$ cat src/pkg/monitor_map_pkg.sv
package monitor_map_pkg;

    // Register offsets as seen over the serial register link
    localparam logic [15:0] ADDR_STATUS   = 16'h001b;
    localparam logic [15:0] ADDR_MON_CTRL = 16'h0102;
    localparam logic [15:0] ADDR_TST_CTRL = 16'h0103;
    localparam logic [15:0] ADDR_SLAVE_ID = 16'h0300;
    localparam logic [15:0] ADDR_O1_PRI   = 16'h0500;
    localparam logic [15:0] ADDR_O1_SEC   = 16'h0501;
    localparam logic [15:0] ADDR_O1_LOGIC = 16'h0502;
    localparam logic [15:0] ADDR_O2_PRI   = 16'h0510;
    localparam logic [15:0] ADDR_O2_SEC   = 16'h0511;
    localparam logic [15:0] ADDR_O2_LOGIC = 16'h0512;

    // Control codes
    localparam logic [15:0] CTRL_OFF      = 16'h0000;
    localparam logic [15:0] MON_ON_CODE   = 16'h0011;
    localparam logic [15:0] TST_ON_CODE   = 16'h0013;

    // Slave address query frame
    localparam logic [7:0]  QRY_FUNC      = 8'hff;
    localparam logic [7:0]  QRY_SUB       = 8'h66;
    localparam logic [7:0]  QRY_PAYLOAD   = 8'ha5;

    // Slave address range and value after reset
    localparam logic [7:0]  ID_RESET      = 8'h01;
    localparam logic [7:0]  ID_MIN        = 8'h01;
    localparam logic [7:0]  ID_MAX        = 8'hf7;

    // Highest legal selector codes
    localparam logic [15:0] PRI_MAX       = 16'h0005;
    localparam logic [15:0] SEC_MAX       = 16'h0006;
    localparam logic [15:0] LOGIC_MAX     = 16'h0002;

    // Status word field positions
    localparam int          ST_MODE_LSB   = 8;
    localparam int          ST_REVERSE    = 7;
    localparam int          ST_NEG_FAULT  = 6;
    localparam int          ST_POS_FAULT  = 5;
    localparam int          ST_TEST_PASS  = 4;
    localparam int          ST_TEST_ON    = 3;
    localparam int          ST_MON_ON     = 2;
    localparam int          ST_VALID      = 1;
    localparam logic [2:0]  MODE_BALANCED = 3'h0;
    localparam logic [2:0]  MODE_UNBAL    = 3'h4;

    // Exception codes returned with an answer
    localparam logic [7:0]  EXC_NONE      = 8'h00;
    localparam logic [7:0]  EXC_ADDR      = 8'h02;
    localparam logic [7:0]  EXC_VALUE     = 8'h03;

    localparam int          NUM_SRC       = 6;

    typedef enum logic [1:0] {
        COMB_AND = 2'b00,
        COMB_OR  = 2'b01,
        COMB_NOT = 2'b10
    } combine_t;

    typedef struct packed {
        logic        write;
        logic [15:0] addr;
        logic [15:0] wdata;
    } reg_req_t;

    typedef struct packed {
        logic [7:0]  exc;
        logic [15:0] rdata;
    } reg_rsp_t;

    // Levels and pulses from the measurement front end
    typedef struct packed {
        logic unbalanced;
        logic reverse_hi;
        logic neg_fault;
        logic pos_fault;
        logic test_done;
        logic test_pass;
        logic meas_done;
    } front_t;

endpackage : monitor_map_pkg
$ cat src/hdl/monitor_status_output_map.sv
`timescale 1ns/100ps
// Behaviour
// - Output one combine register takes 0 AND, 1 OR, 2 NOT.
// - Output two primary source: codes 0 to 5, 6 and 7 reserved.
// - Output two secondary source: 0 none, codes 1 to 6, 7 reserved.
// - Output two combine register takes 0 AND, 1 OR, 2 NOT.
// - Query with function ff, sub-code 66, payload a5 returns own slave address.
// - Status bits 10..8 show 000 balanced, 100 unbalanced mode.
// - Status bit 7 set while reversed bus voltage exceeds 100V.
// - Status bit 6 set while negative pole resistance below threshold.
// - Status bit 5 set while positive pole resistance below threshold.
// - Status bit 4 is one only after a passed self-test.
// - Status bit 3 shows self-test circuit on, test switch closed.
// - Status bit 2 shows monitoring on, grounding switch closed.
// - Status bit 1 stays zero until a measurement completes.
// - Writing 17 enables monitoring, 0 disables it.
// - Writing 19 starts the self-test, 0 stops it.
module monitor_status_output_map (
    input  wire logic                       sys_clk,
    input  wire logic                       reset_n,
    input  wire logic                       req_valid,
    input  wire monitor_map_pkg::reg_req_t  req,
    output monitor_map_pkg::reg_rsp_t       rsp_q,
    output logic                            rsp_valid_q,
    input  wire logic                       qry_valid,
    input  wire logic [7:0]                 qry_func,
    input  wire logic [7:0]                 qry_sub,
    input  wire logic [7:0]                 qry_payload,
    output logic                            qry_ack_q,
    output logic [7:0]                      qry_addr_q,
    input  wire monitor_map_pkg::front_t    front,
    input  wire logic [3:0]                 meas_alarm,
    input  wire logic                       digital_input_one,
    input  wire logic                       digital_input_two,
    output logic                            ground_switch_q,
    output logic                            self_test_switch_q,
    output logic [15:0]                     status_q,
    output logic                            relay_one,
    output logic                            relay_two
);

    ////////////////////////////////////////////////////////////////////////
    // Decode helpers

    // True when the offset names a register of this block
    function automatic logic is_mapped(input logic [15:0] a);
        is_mapped = (a == monitor_map_pkg::ADDR_STATUS)   ||
                    (a == monitor_map_pkg::ADDR_MON_CTRL) ||
                    (a == monitor_map_pkg::ADDR_TST_CTRL) ||
                    (a == monitor_map_pkg::ADDR_SLAVE_ID) ||
                    (a == monitor_map_pkg::ADDR_O1_PRI)   ||
                    (a == monitor_map_pkg::ADDR_O1_SEC)   ||
                    (a == monitor_map_pkg::ADDR_O1_LOGIC) ||
                    (a == monitor_map_pkg::ADDR_O2_PRI)   ||
                    (a == monitor_map_pkg::ADDR_O2_SEC)   ||
                    (a == monitor_map_pkg::ADDR_O2_LOGIC);
    endfunction : is_mapped

    // True when a write value is legal for the addressed register
    function automatic logic value_ok(input logic [15:0] a,
                                      input logic [15:0] v);
        case (a)
            monitor_map_pkg::ADDR_O1_PRI,
            monitor_map_pkg::ADDR_O2_PRI:
                value_ok = (v <= monitor_map_pkg::PRI_MAX);
            monitor_map_pkg::ADDR_O1_SEC,
            monitor_map_pkg::ADDR_O2_SEC:
                value_ok = (v <= monitor_map_pkg::SEC_MAX);
            monitor_map_pkg::ADDR_O1_LOGIC,
            monitor_map_pkg::ADDR_O2_LOGIC:
                value_ok = (v <= monitor_map_pkg::LOGIC_MAX);
            monitor_map_pkg::ADDR_MON_CTRL:
                value_ok = (v == monitor_map_pkg::CTRL_OFF) ||
                           (v == monitor_map_pkg::MON_ON_CODE);
            monitor_map_pkg::ADDR_TST_CTRL:
                value_ok = (v == monitor_map_pkg::CTRL_OFF) ||
                           (v == monitor_map_pkg::TST_ON_CODE);
            monitor_map_pkg::ADDR_SLAVE_ID:
                value_ok = (v >= 16'(monitor_map_pkg::ID_MIN)) &&
                           (v <= 16'(monitor_map_pkg::ID_MAX));
            default:
                value_ok = 1'b0;
        endcase
    endfunction : value_ok

    ////////////////////////////////////////////////////////////////////////
    // Register state

    logic [2:0]  o1_pri_q;
    logic [2:0]  o1_sec_q;
    logic [1:0]  o1_logic_q;
    logic [2:0]  o2_pri_q;
    logic [2:0]  o2_sec_q;
    logic [1:0]  o2_logic_q;
    logic [7:0]  slave_id_q;
    logic        mon_on_q;
    logic        test_on_q;
    logic        test_pass_q;
    logic        meas_valid_q;
    logic [1:0]  di1_sync_q;
    logic [1:0]  di2_sync_q;

    logic        wr_ok;
    logic        wr_bad;
    logic        mapped;
    logic        wr_en;
    logic [15:0] rd_data;
    logic [15:0] status_d;
    logic [7:0]  exc_d;
    logic        qry_hit;
    logic        mon_on_wr;
    logic        mon_off_wr;
    logic        test_on_wr;
    logic        test_off_wr;
    logic        mon_on_d;
    logic        test_on_d;
    logic        test_pass_d;
    logic        meas_valid_d;
    logic [monitor_map_pkg::NUM_SRC-1:0] alarm_vec;

    ////////////////////////////////////////////////////////////////////////
    // Request decode

    // Writes with bad values or to read-only space change nothing
    assign mapped = is_mapped(req.addr);
    assign wr_ok  = mapped && value_ok(req.addr, req.wdata);
    assign wr_bad = req.write &&
                    (!wr_ok || (req.addr == monitor_map_pkg::ADDR_STATUS));
    assign wr_en  = req_valid && req.write && wr_ok;
    assign exc_d  = !mapped ? monitor_map_pkg::EXC_ADDR  :
                    wr_bad  ? monitor_map_pkg::EXC_VALUE :
                              monitor_map_pkg::EXC_NONE;

    // Control register writes, decoded once
    assign mon_on_wr   = wr_en &&
                         (req.addr == monitor_map_pkg::ADDR_MON_CTRL) &&
                         (req.wdata == monitor_map_pkg::MON_ON_CODE);
    assign mon_off_wr  = wr_en &&
                         (req.addr == monitor_map_pkg::ADDR_MON_CTRL) &&
                         (req.wdata == monitor_map_pkg::CTRL_OFF);
    assign test_on_wr  = wr_en &&
                         (req.addr == monitor_map_pkg::ADDR_TST_CTRL) &&
                         (req.wdata == monitor_map_pkg::TST_ON_CODE);
    assign test_off_wr = wr_en &&
                         (req.addr == monitor_map_pkg::ADDR_TST_CTRL) &&
                         (req.wdata == monitor_map_pkg::CTRL_OFF);

    // Monitoring and self-test switches follow their control codes
    assign mon_on_d  = mon_on_wr  ? 1'b1 :
                       mon_off_wr ? 1'b0 : mon_on_q;
    assign test_on_d = test_on_wr  ? 1'b1 :
                       test_off_wr ? 1'b0 : test_on_q;

    // Result is stale once a new test starts; a passing report wins
    assign test_pass_d = (front.test_done && front.test_pass) ? 1'b1 :
                         (front.test_done || test_on_wr) ? 1'b0 :
                         test_pass_q;

    // Valid only after a completed measurement; set beats the clear
    assign meas_valid_d = (front.meas_done && mon_on_q) ? 1'b1 :
                          mon_off_wr ? 1'b0 : meas_valid_q;

    ////////////////////////////////////////////////////////////////////////
    // Status word assembly

    assign status_d = {
        5'h00,
        front.unbalanced ? monitor_map_pkg::MODE_UNBAL
                         : monitor_map_pkg::MODE_BALANCED,
        front.reverse_hi,
        front.neg_fault,
        front.pos_fault,
        test_pass_q,
        test_on_q,
        mon_on_q,
        meas_valid_q,
        1'b0
    };

    // Read mux; unmapped reads answer zero with an exception
    assign rd_data =
        (req.addr == monitor_map_pkg::ADDR_STATUS)   ? status_q :
        (req.addr == monitor_map_pkg::ADDR_MON_CTRL) ?
            (mon_on_q ? monitor_map_pkg::MON_ON_CODE
                      : monitor_map_pkg::CTRL_OFF) :
        (req.addr == monitor_map_pkg::ADDR_TST_CTRL) ?
            (test_on_q ? monitor_map_pkg::TST_ON_CODE
                       : monitor_map_pkg::CTRL_OFF) :
        (req.addr == monitor_map_pkg::ADDR_SLAVE_ID) ? {8'h00, slave_id_q} :
        (req.addr == monitor_map_pkg::ADDR_O1_PRI)   ? {13'h0000, o1_pri_q} :
        (req.addr == monitor_map_pkg::ADDR_O1_SEC)   ? {13'h0000, o1_sec_q} :
        (req.addr == monitor_map_pkg::ADDR_O1_LOGIC) ? {14'h0000, o1_logic_q} :
        (req.addr == monitor_map_pkg::ADDR_O2_PRI)   ? {13'h0000, o2_pri_q} :
        (req.addr == monitor_map_pkg::ADDR_O2_SEC)   ? {13'h0000, o2_sec_q} :
        (req.addr == monitor_map_pkg::ADDR_O2_LOGIC) ? {14'h0000, o2_logic_q} :
        16'h0000;

    // Checksum bytes are checked by the framing layer, not here
    assign qry_hit = qry_valid &&
                     (qry_func == monitor_map_pkg::QRY_FUNC) &&
                     (qry_sub == monitor_map_pkg::QRY_SUB) &&
                     (qry_payload == monitor_map_pkg::QRY_PAYLOAD);

    ////////////////////////////////////////////////////////////////////////
    // Sequential state

    // Input pins cross into sys_clk through two flops
    always_ff @(posedge sys_clk or negedge reset_n) begin
        if (!reset_n) begin
            di1_sync_q <= 2'b00;
            di2_sync_q <= 2'b00;
        end else begin
            di1_sync_q <= {di1_sync_q[0], digital_input_one};
            di2_sync_q <= {di2_sync_q[0], digital_input_two};
        end
    end

    // Relay configuration and slave address registers
    always_ff @(posedge sys_clk or negedge reset_n) begin
        if (!reset_n) begin
            o1_pri_q   <= 3'h0;
            o1_sec_q   <= 3'h0;
            o1_logic_q <= 2'h0;
            o2_pri_q   <= 3'h0;
            o2_sec_q   <= 3'h0;
            o2_logic_q <= 2'h0;
            slave_id_q <= monitor_map_pkg::ID_RESET;
        end else if (wr_en) begin
            case (req.addr)
                monitor_map_pkg::ADDR_O1_PRI:   o1_pri_q   <= req.wdata[2:0];
                monitor_map_pkg::ADDR_O1_SEC:   o1_sec_q   <= req.wdata[2:0];
                monitor_map_pkg::ADDR_O1_LOGIC: begin
                    o1_logic_q <= req.wdata[1:0];
                end
                monitor_map_pkg::ADDR_O2_PRI: begin
                    o2_pri_q   <= req.wdata[2:0];
                end
                monitor_map_pkg::ADDR_O2_SEC: begin
                    o2_sec_q   <= req.wdata[2:0];
                end
                monitor_map_pkg::ADDR_O2_LOGIC: begin
                    o2_logic_q <= req.wdata[1:0];
                end
                monitor_map_pkg::ADDR_SLAVE_ID: slave_id_q <= req.wdata[7:0];
                default: ;
            endcase
        end
    end

    // Control, status and answer registers
    always_ff @(posedge sys_clk or negedge reset_n) begin
        if (!reset_n) begin
            mon_on_q           <= 1'b0;
            test_on_q          <= 1'b0;
            test_pass_q        <= 1'b0;
            meas_valid_q       <= 1'b0;
            ground_switch_q    <= 1'b0;
            self_test_switch_q <= 1'b0;
            status_q           <= 16'h0000;
            rsp_valid_q        <= 1'b0;
            rsp_q              <= '0;
            qry_ack_q          <= 1'b0;
            qry_addr_q         <= 8'h00;
        end else begin
            mon_on_q           <= mon_on_d;
            test_on_q          <= test_on_d;
            test_pass_q        <= test_pass_d;
            meas_valid_q       <= meas_valid_d;
            ground_switch_q    <= mon_on_d;
            self_test_switch_q <= test_on_d;
            status_q           <= status_d;
            rsp_valid_q        <= req_valid;
            rsp_q              <= '{exc: exc_d, rdata: rd_data};
            qry_ack_q          <= qry_hit;
            qry_addr_q         <= qry_hit ? slave_id_q : qry_addr_q;
        end
    end

    ////////////////////////////////////////////////////////////////////////
    // Relay outputs

    assign alarm_vec = {di2_sync_q[1], di1_sync_q[1], meas_alarm};

    relay_combine u_relay_one (
        .sys_clk   (sys_clk),
        .reset_n   (reset_n),
        .alarm_vec (alarm_vec),
        .pri_sel   (o1_pri_q),
        .sec_sel   (o1_sec_q),
        .comb_sel  (o1_logic_q),
        .relay_q   (relay_one)
    );

    relay_combine u_relay_two (
        .sys_clk   (sys_clk),
        .reset_n   (reset_n),
        .alarm_vec (alarm_vec),
        .pri_sel   (o2_pri_q),
        .sec_sel   (o2_sec_q),
        .comb_sel  (o2_logic_q),
        .relay_q   (relay_two)
    );
endmodule : monitor_status_output_map

$ cat src/hdl/relay_combine.sv
`timescale 1ns/100ps

// One relay output: selects two alarm sources and combines them
module relay_combine (
    input  wire logic                                 sys_clk,
    input  wire logic                                 reset_n,
    input  wire logic [monitor_map_pkg::NUM_SRC-1:0]  alarm_vec,
    input  wire logic [2:0]                           pri_sel,
    input  wire logic [2:0]                           sec_sel,
    input  wire logic [1:0]                           comb_sel,
    output logic                                      relay_q
);

    logic pri_alarm;
    logic sec_alarm;
    logic sec_used;
    logic relay_d;

    // Reserved codes select nothing, so they read as an inactive alarm
    assign pri_alarm = (pri_sel < 3'(monitor_map_pkg::NUM_SRC))
                       ? alarm_vec[pri_sel] : 1'b0;
    assign sec_used  = (sec_sel != 3'h0) &&
                       (sec_sel <= 3'(monitor_map_pkg::NUM_SRC));
    assign sec_alarm = sec_used ? alarm_vec[sec_sel - 3'h1] : 1'b0;

    // With no linked source, AND and OR both pass the mapped alarm
    assign relay_d =
        (comb_sel == monitor_map_pkg::COMB_NOT) ? ~pri_alarm :
        (comb_sel == monitor_map_pkg::COMB_OR)  ? (pri_alarm | sec_alarm) :
        sec_used ? (pri_alarm & sec_alarm) : pri_alarm;

    // Registered so the relay pin never sees decode glitches
    always_ff @(posedge sys_clk or negedge reset_n) begin
        if (!reset_n) relay_q <= 1'b0;
        else          relay_q <= relay_d;
    end

endmodule : relay_combine

$ cat config.mk
export PLATFORM = sky130hd
export DESIGN_NAME = monitor_status_output_map
export DESIGN_NICKNAME = d
export VERILOG_FILES = /design/src/pkg/monitor_map_pkg.sv /design/src/hdl/monitor_status_output_map.sv /design/src/hdl/relay_combine.sv
export SDC_FILE = /design/constraint.sdc
export NUM_CORES = 1
export LEC_CHECK = 0
export ABC_AREA = 1
export BUFFER_PORTS_ARGS = -buffer_cell sky130_fd_sc_hd__buf_4
export CELL_PAD_IN_SITES_DETAIL_PLACEMENT = 0
export CELL_PAD_IN_SITES_GLOBAL_PLACEMENT = 1
export CORE_UTILIZATION = 33
export CTS_CLUSTER_SIZE = 20
export DETAILED_ROUTE_END_ITERATION = 7
export GPL_ROUTABILITY_DRIVEN = 0
export PLACE_DENSITY_LB_ADDON = 0.2
export SLEW_MARGIN = 20
export SYNTH_ARGS = -nofsm -noshare
export SYNTH_HDL_FRONTEND = slang
export SYNTH_HIERARCHICAL = 1
export SYNTH_SLANG_ARGS = --single-unit
$ cat constraint.sdc
create_clock -name sys_clk -period 1.31 [get_ports sys_clk]
set_input_delay 0.131 -clock sys_clk [delete_from_list [all_inputs] [get_ports sys_clk]]
set_output_delay 0.131 -clock sys_clk [all_outputs]
set_load 0.02 [all_outputs]
==> metrics.csv, run 1 <==
metric,value,unit
CP Depth,14,
top-count cell post-synth,nand2_1,
net switching power figure,1.23,mW
"EDFF count, synth",0,
endpoint type of the worst setup path,register,
failing checks,"DRC, setup timing",
root buffer cell,clkbuf_16,
# rows,39,
Synth Area per Inst,7.48,µm²
Synth top cells by count,"nand2_1 (147), inv_1 (81), dfrtp_1 (62), nor2_1 (47), nand3_1 (27)",
CP Data Required Time,1540,ps
Critical Path Sink,o2_sec_q[2],
Clock Latency Late Sink,340,ps
Ys Warns,6,
Congestion Overflow GR,0,
crit share post-route,106,%
First DRT Iteration DRCs,259,
ratio of cells with drive above 1 in the final layout,42.2,%
cell family with most CP delay,simple AND/OR/NAND/NOR gates,
DR vias,3948,
total power,5.01,mW
Max Clk Rate,0.718,GHz
top-area cell type share of the netlist area,39.2,%
crit path buf inv count,3,
status,finished with violations,
reg-to-reg startpoint,o2_sec_q[1],
first-pass GRT wire length,17800,µm
Clock Power Share,48.3,%
WP data arrival,1620,ps
# clock sinks,63,
IO Port Bufs,106,
clk buf depth,2,
setup ws final,-83.7,ps
max-slew violations,0,
Mapped Cells,530,
cts bufs inserted,9,
switching share of power,24.5,%
Unique masters post-synth,37,
initial core utilization,34.3,%
CP max-delay cell,nor3_4,
Pre-antenna DRT Iters,7,
"area leader, netlist",dfrtp_1,
post-route ant nets,0,
flop-to-flop setup slack,10,ps
Main synth FF type,dfrtp_1,
Die Wd,112,µm
I/O pin count,128,
total leakage power,3.11,nW
VDD IR max,0.467,mV
Layout Utilization,53.0,%
Most common cell on crit path,nand2_4,
Startpoint Class,input pin,
via-per-instance ratio,4.52,
Clock transition at path regs,60,ps
CTS H-tree lvls,3,
synthesis-to-layout area growth,54.6,%
reg2reg path depth,9,
DP HPWL,8240,µm
initial antenna violation count,0,
critical-path cell list,buf_6 > nor2_4 > nand2_4 > nor2_4 > nand2_4 > nor3_4 > inv_2 > nand2_4 > nand2_4 > nand2_8 > buf_12 > nand3_4 > nand2_2 > o21ai_2,
Tmin final,1390,ps
dpl ws,-467,ps
nets,805,
gr usage total,18.2,%
Die H,112,µm
sequential area share after synthesis,39.8,%
Crit Path Max Fanout,7,
die area,12500,µm²
Critical R2R Capture,u_relay_two/relay_q,
area of the core,11600,µm²
wire per inst,12.5,µm
power per cell area,818,nW/µm²
largest net degree at the start of global routing,47,
launch point of the worst path,req[31],
Flop pwr share,39.5,%
Crit Path Category,input pin to register,
# diodes,0,
HP Class,input pin to register,
Synth area leaders,"dfrtp_1 (39%), nand2_1 (14%), inv_1 (7.7%)",
final setup vio count,28,
Final Hold Viols,0,
Logic pwr share,12.2,%
ys async rst share,100,%
CTS tree,yes,
DRT Wirelength,10900,µm
max incr delay on CP,220,ps
Internal Power,3.79,mW
Mapped Area,3960,µm²
layout filler cell count,1135,
clock skew,7.34,ps
Synth Register Bits,63,
vias in the first global route,3761,
MaxCap Viol Count,0,
RSZ-0062 raised after global routing,true,
DRC Markers,11,
[per-layer routing]
layer  routed length, µm  track usage (%)
met5                   0                0
met4                 223             7.48
met3                 544             3.21
met2                5190             29.0
met1                4970             24.4
[cells in the final DEF, fill, tap and decap left out, types with 3 or more instances in the layout]
master	netlist	routed
buf_4	22	165
nand2_1	147	130
inv_1	81	70
dfrtp_1	62	62
nor2_1	47	39
nand2_2	11	24
o21ai_1	19	24
conb_1	1	21
nand3_1	27	20
inv_2	7	15
nor2_4	5	14
nand3_2	5	12
nand4_1	11	11
o21ai_0	19	11
o21ai_2	8	11
buf_6	1	11
clkbuf_16	0	9
dlygate4sd3_1	0	9
nand3_4	7	8
nor3_1	7	7
nor2_2	7	6
a21oi_1	6	5
nand2_4	1	4
clkinvlp_4	0	4
ha_4	0	4
nor4b_1	3	3
buf_12	1	3
a21oi_2	2	3
[cell type report]
| type | count | area (µm²) | area share (%) |
|---|---|---|---|
| clock inverter | 5 | 58.8 | 0.960 |
| timing repair buffer | 189 | 1530 | 24.9 |
| sequential | 63 | 1580 | 25.8 |
| inverter | 88 | 340 | 5.55 |
| clock buffer | 11 | 243 | 3.96 |
| tap | 143 | 179 | 2.92 |
| multi-input combinational | 374 | 2200 | 35.9 |
[timing repair]
item,CTS,global route
buffers inserted,6,16
hold endpoints to repair,25,0
endpoints found under the setup margin,26,35
gates cloned,0,1
resized for setup,22,70
pin swaps,14,47
hold buffers,9,0
[sequential cells by signal (all words and copies together), names as in the netlist, 2 cells and up]
signal and cells:
rsp_q 11, qry_addr_q 8, slave_id_q 8, status_q 8, o1_pri_q 3, o1_sec_q 3, o2_pri_q 3, o2_sec_q 3
di1_sync_q 2, di2_sync_q 2, o1_logic_q 2, o2_logic_q 2
[power by group through the flow]
stage / Clock [mW] / Sequential [mW] / Combinational (mW)
6_report: 2.42 / 1.98 / 0.610
5_1_grt: 2.55 / 1.98 / 0.672
4_1_cts: 2.47 / 1.98 / 0.601
3_5_place_dp: 0 / 2.02 / 0.557
3_3_place_gp: 0 / 2.02 / 0.553
2_1_floorplan: 0 / 2.03 / 0.241
[worst register-to-register path, stage by stage, from the launching register on]
cell	delay (ps)
dfrtp_1	400
buf_6	140
ha_4	150
inv_2	40
nand3_2	60
o211ai_1	110
nand3_1	90
nand2_1	90
inv_2	40
a21oi_2	110
[through the flow]
step / setup TNS, ps / hold WS [ps] / area (µm²) / instances
6_report: -1510 / 10.7 / 6130 / 873
5_1_grt: -5330 / 33.6 / 6130 / 873
4_1_cts: -462 / 9.62 / 5790 / 859
3_5_place_dp: -14070 / 40.0 / 5260 / 828
3_3_place_gp: -13370 / 40.1 / 5260 / 828
2_1_floorplan: -2940 / -165 / 4050 / 550
[worst min-delay path by stage]
stage,from,end,slack [ps],cells after the start
after CTS,front[2],test_pass_q,10,3
after global placement,reset_n,status_q[10],40,1
after global routing,front[2],test_pass_q,30,3
after detailed placement,reset_n,status_q[10],40,1
final,front[2],test_pass_q,10,3
after floorplan,reset_n,di1_sync_q[0],-160,0
[kinds of logic (layout without fill, tap and decap cells)]
logic type / count (synthesis) / after routing / share of synthesized area [%]
DFF: 63 / 63 / 39.8
other: 1 / 21 / 0.0946
xor gates and xnor gates: 2 / 2 / 0.442
adders and majority gates: 6 / 6 / 1.89
and+or+nand+nor: 283 / 284 / 35.1
buffers and inverters: 114 / 293 / 13.5
AOI/OAI and AO/OA: 61 / 61 / 9.16
No activity file was read; power rests on OpenSTA's default activity.
==> inputs of run 2 (changes only) <==
--- a/config.mk
+++ b/config.mk
@@ -9,11 +9,12 @@
 export BUFFER_PORTS_ARGS = -buffer_cell sky130_fd_sc_hd__buf_4
 export CELL_PAD_IN_SITES_DETAIL_PLACEMENT = 0
 export CELL_PAD_IN_SITES_GLOBAL_PLACEMENT = 1
-export CORE_UTILIZATION = 33
+export CORE_UTILIZATION = 36
 export CTS_CLUSTER_SIZE = 20
 export DETAILED_ROUTE_END_ITERATION = 7
 export GPL_ROUTABILITY_DRIVEN = 0
 export PLACE_DENSITY_LB_ADDON = 0.2
+export RECOVER_POWER = 100
 export SLEW_MARGIN = 20
 export SYNTH_ARGS = -nofsm -noshare
 export SYNTH_HDL_FRONTEND = slang
==> constraint.sdc (replaced) <==
create_clock -name sys_clk -period 1.3 [get_ports sys_clk]
set_input_delay 0.13 -clock sys_clk [delete_from_list [all_inputs] [get_ports sys_clk]]
set_output_delay 0.13 -clock sys_clk [all_outputs]
set_load 0.02 [all_outputs]
==> run 2 against run 1 <==
Effect of this change: the flow finishes with violations (setup timing); utilization increased by 3.1 points; wire length down 1.5%; non-clock buffer count shrank 2; count of clock-buffer cells in the layout fell by 1; largest power group is now registers; setup slack better by 8.4 ps; worst hold slack better by 18 ps; global-route usage up 0.83 points; sequential share of layout area rose by 1.0 points.
==> metrics.csv, run 2 (synthesis results as in run 1) <==
metric,value,unit,change
clock skew,5.41,ps,was 7.34 ps
endpoint type of the worst setup path,register,,unchanged
DR vias,3937,,was 3948
launch point of the worst path,req[30],,was req[31]
"commonest non-fill, non-tap cell in the layout",nand2_1,,was buf_4
Clock transition at path regs,70,ps,was 60 ps
vias in the first global route,3673,,was 3761
Startpoint Class,input pin,,unchanged
via-per-instance ratio,4.56,,was 4.52
min-delay src,front[2],,unchanged
first-pass GRT wire length,16900,µm,was 17800 µm
worst hold margin,28.7,ps,was 10.7 ps
gr usage total,19.0,%,was 18.2%
clk buf depth,2,,unchanged
# rows,37,,was 39
crit share post-route,106,%,
power per cell area,776,nW/µm²,was 818 nW/µm²
most frequent cells in the layout,"nand2_1 (126), buf_4 (119), inv_1 (68)",,"was buf_4 (165), nand2_1 (130), inv_1 (70)"
failing checks,setup timing,,"was DRC, setup timing"
Final Hold Viols,0,,unchanged
nets,803,,was 805
final setup vio count,29,,was 28
CP max-delay cell,nor2_4,,was nor3_4
IO Port Bufs,106,,unchanged
max incr delay on CP,250,ps,was 220 ps
Die H,107,µm,was 112 µm
total leakage power,2.89,nW,was 3.11 nW
status,finished with violations,,unchanged
layout filler cell count,987,,was 1135
VDD IR max,0.364,mV,was 0.467 mV
total power,4.57,mW,was 5.01 mW
setup ws final,-75.3,ps,was -83.7 ps
number of flip-flops in the largest register,11,,unchanged
largest register by flop count,rsp_q,,unchanged
max-slew violations,0,,unchanged
wire per inst,12.5,µm,about the same
reg-to-reg startpoint,o2_sec_q[1],,unchanged
Clock Latency Late Sink,360,ps,was 340 ps
Die Wd,107,µm,was 112 µm
Rel. slew slack,66.1,%,
DRT Wirelength,10800,µm,was 10900 µm
# diodes,0,,unchanged
First DRT Iteration DRCs,120,,was 259
CTS H-tree lvls,3,,unchanged
RSZ-0062 raised after global routing,true,,unchanged
initial core utilization,37.7,%,was 34.3%
Congestion Overflow GR,0,,unchanged
# clock sinks,63,,unchanged
ratio of cells with drive above 1 in the final layout,38.6,%,was 42.2%
initial antenna violation count,0,,unchanged
largest net degree at the start of global routing,24,,was 47
Tmin final,1380,ps,
die area,11400,µm²,was 12500 µm²
Pre-antenna DRT Iters,4,,was 7
DP HPWL,8160,µm,was 8240 µm
Most common cell on crit path,nand2_2,,was nand2_4
DRC Markers,0,,was 11
WP data arrival,1620,ps,about the same
synthesis-to-layout area growth,48.6,%,was 54.6%
CP Data Required Time,1540,ps,about the same
HP Class,input pin to register,,unchanged
MaxCap Viol Count,0,,unchanged
Crit Path Category,input pin to register,,unchanged
area of the core,10500,µm²,was 11600 µm²
CTS tree,yes,,unchanged
Crit Path Max Fanout,7,,unchanged
cts bufs inserted,9,,unchanged
critical-path cell list,buf_6 > nor2_4 > nand2_4 > nor2_4 > nand3_2 > nand2_2 > nand2_2 > nand2_2 > nor2_4 > nand2_4 > buf_12 > nand3_4 > nand2_2 > o21ai_1,,was buf_6 > nor2_4 > nand2_4 > nor2_4 > nand2_4 > nor3_4 > inv_2 > nand2_4 > nand2_4 > nand2_8 > buf_12 > nand3_4 > nand2_2 > o21ai_2
I/O pin count,128,,unchanged
post-route ant nets,0,,unchanged
Worst-Margin Slew,509,ps,
root buffer cell,clkbuf_8,,was clkbuf_16
Max Clk Rate,0.727,GHz,
run 2: changes by cell type in the layout (fill, tap and decap cells not counted), moves of 3 or more:
cell,change
clkbuf_16,-9
clkbuf_2,+5
clkbuf_4,+8
inv_4,+3
clkbuf_8,+9
nand2_2,+7
clkbuf_1,+32
buf_4,-46
nand2_1,-4
run 2: critical path: cells and delay by family:
| kind | cells | cell delay (ps) |
|---|---|---|
| AOI/OAI and AO/OA | 1 | 70 |
| buffers and inverters | 2 | 250 |
| and+or+nand+nor | 11 | 1150 |
run 2: metal layers:
| metal | vias up | share of wire, % | GRT usage (%) |
|---|---|---|---|
| li1 | 2017 | - | - |
| met1 | 1790 | 46 | 25.5 |
| met2 | 109 | 47 | 30.4 |
| met3 | 21 | 4.4 | 2.31 |
| met4 | 0 | 2.6 | 9.20 |
| met5 | - | 0 | 0 |
run 2: path summary, 6_finish.rpt:
path	end	slack [ps]	cells past startpoint
setup / recovery	o2_sec_q[0]	-80	14
hold / removal	test_pass_q	30	3
setup reg to reg	u_relay_two/relay_q	0	9
hold reg to reg	di2_sync_q[1]	350	0
max in group asynchronous	u_relay_two/relay_q	230	3
min in group asynchronous	rsp_q[10]	280	2
run 2: layout make-up:
type	count	area (µm²)	area share, %
Sequential cell	63	1580	26.8
Multi-Input combinational cell	374	2200	37.4
Clock inverter	6	92.6	1.57
Inverter	88	348	5.91
Clock buffer	10	138	2.34
Timing Repair Buffer	187	1360	23.1
Tap cell	136	170	2.89
run 2: timing repair:
action | CTS | global route
pin swaps | 15 | 35
hold endpoints to repair | 72 | 0
resized for setup | 21 | 76
buffers inserted | 7 | 9
hold buffers | 10 | 0
gates cloned | 1 | 0
setup endpoints to repair | 25 | 37
run 2: stage by stage:
stage                     setup TNS, ps  utilization, %  area [µm²]  cells  setup slack (ps)
after global routing              -5220            56.0        5890    864              -206
final                             -1070            56.0        5890    864             -75.3
after global placement           -12260            49.9        5250    821              -402
after floorplan                   -3190               -        4050    550              -137
after CTS                         -70.9            54.5        5730    855             -13.9
after detailed placement         -13590            49.9        5250    821              -443
run 2: power breakdown:
group / internal (mW) / switching [mW]
Clock: 1.14 / 0.827
Combinational: 0.283 / 0.327
Sequential: 1.98 / 0.0110
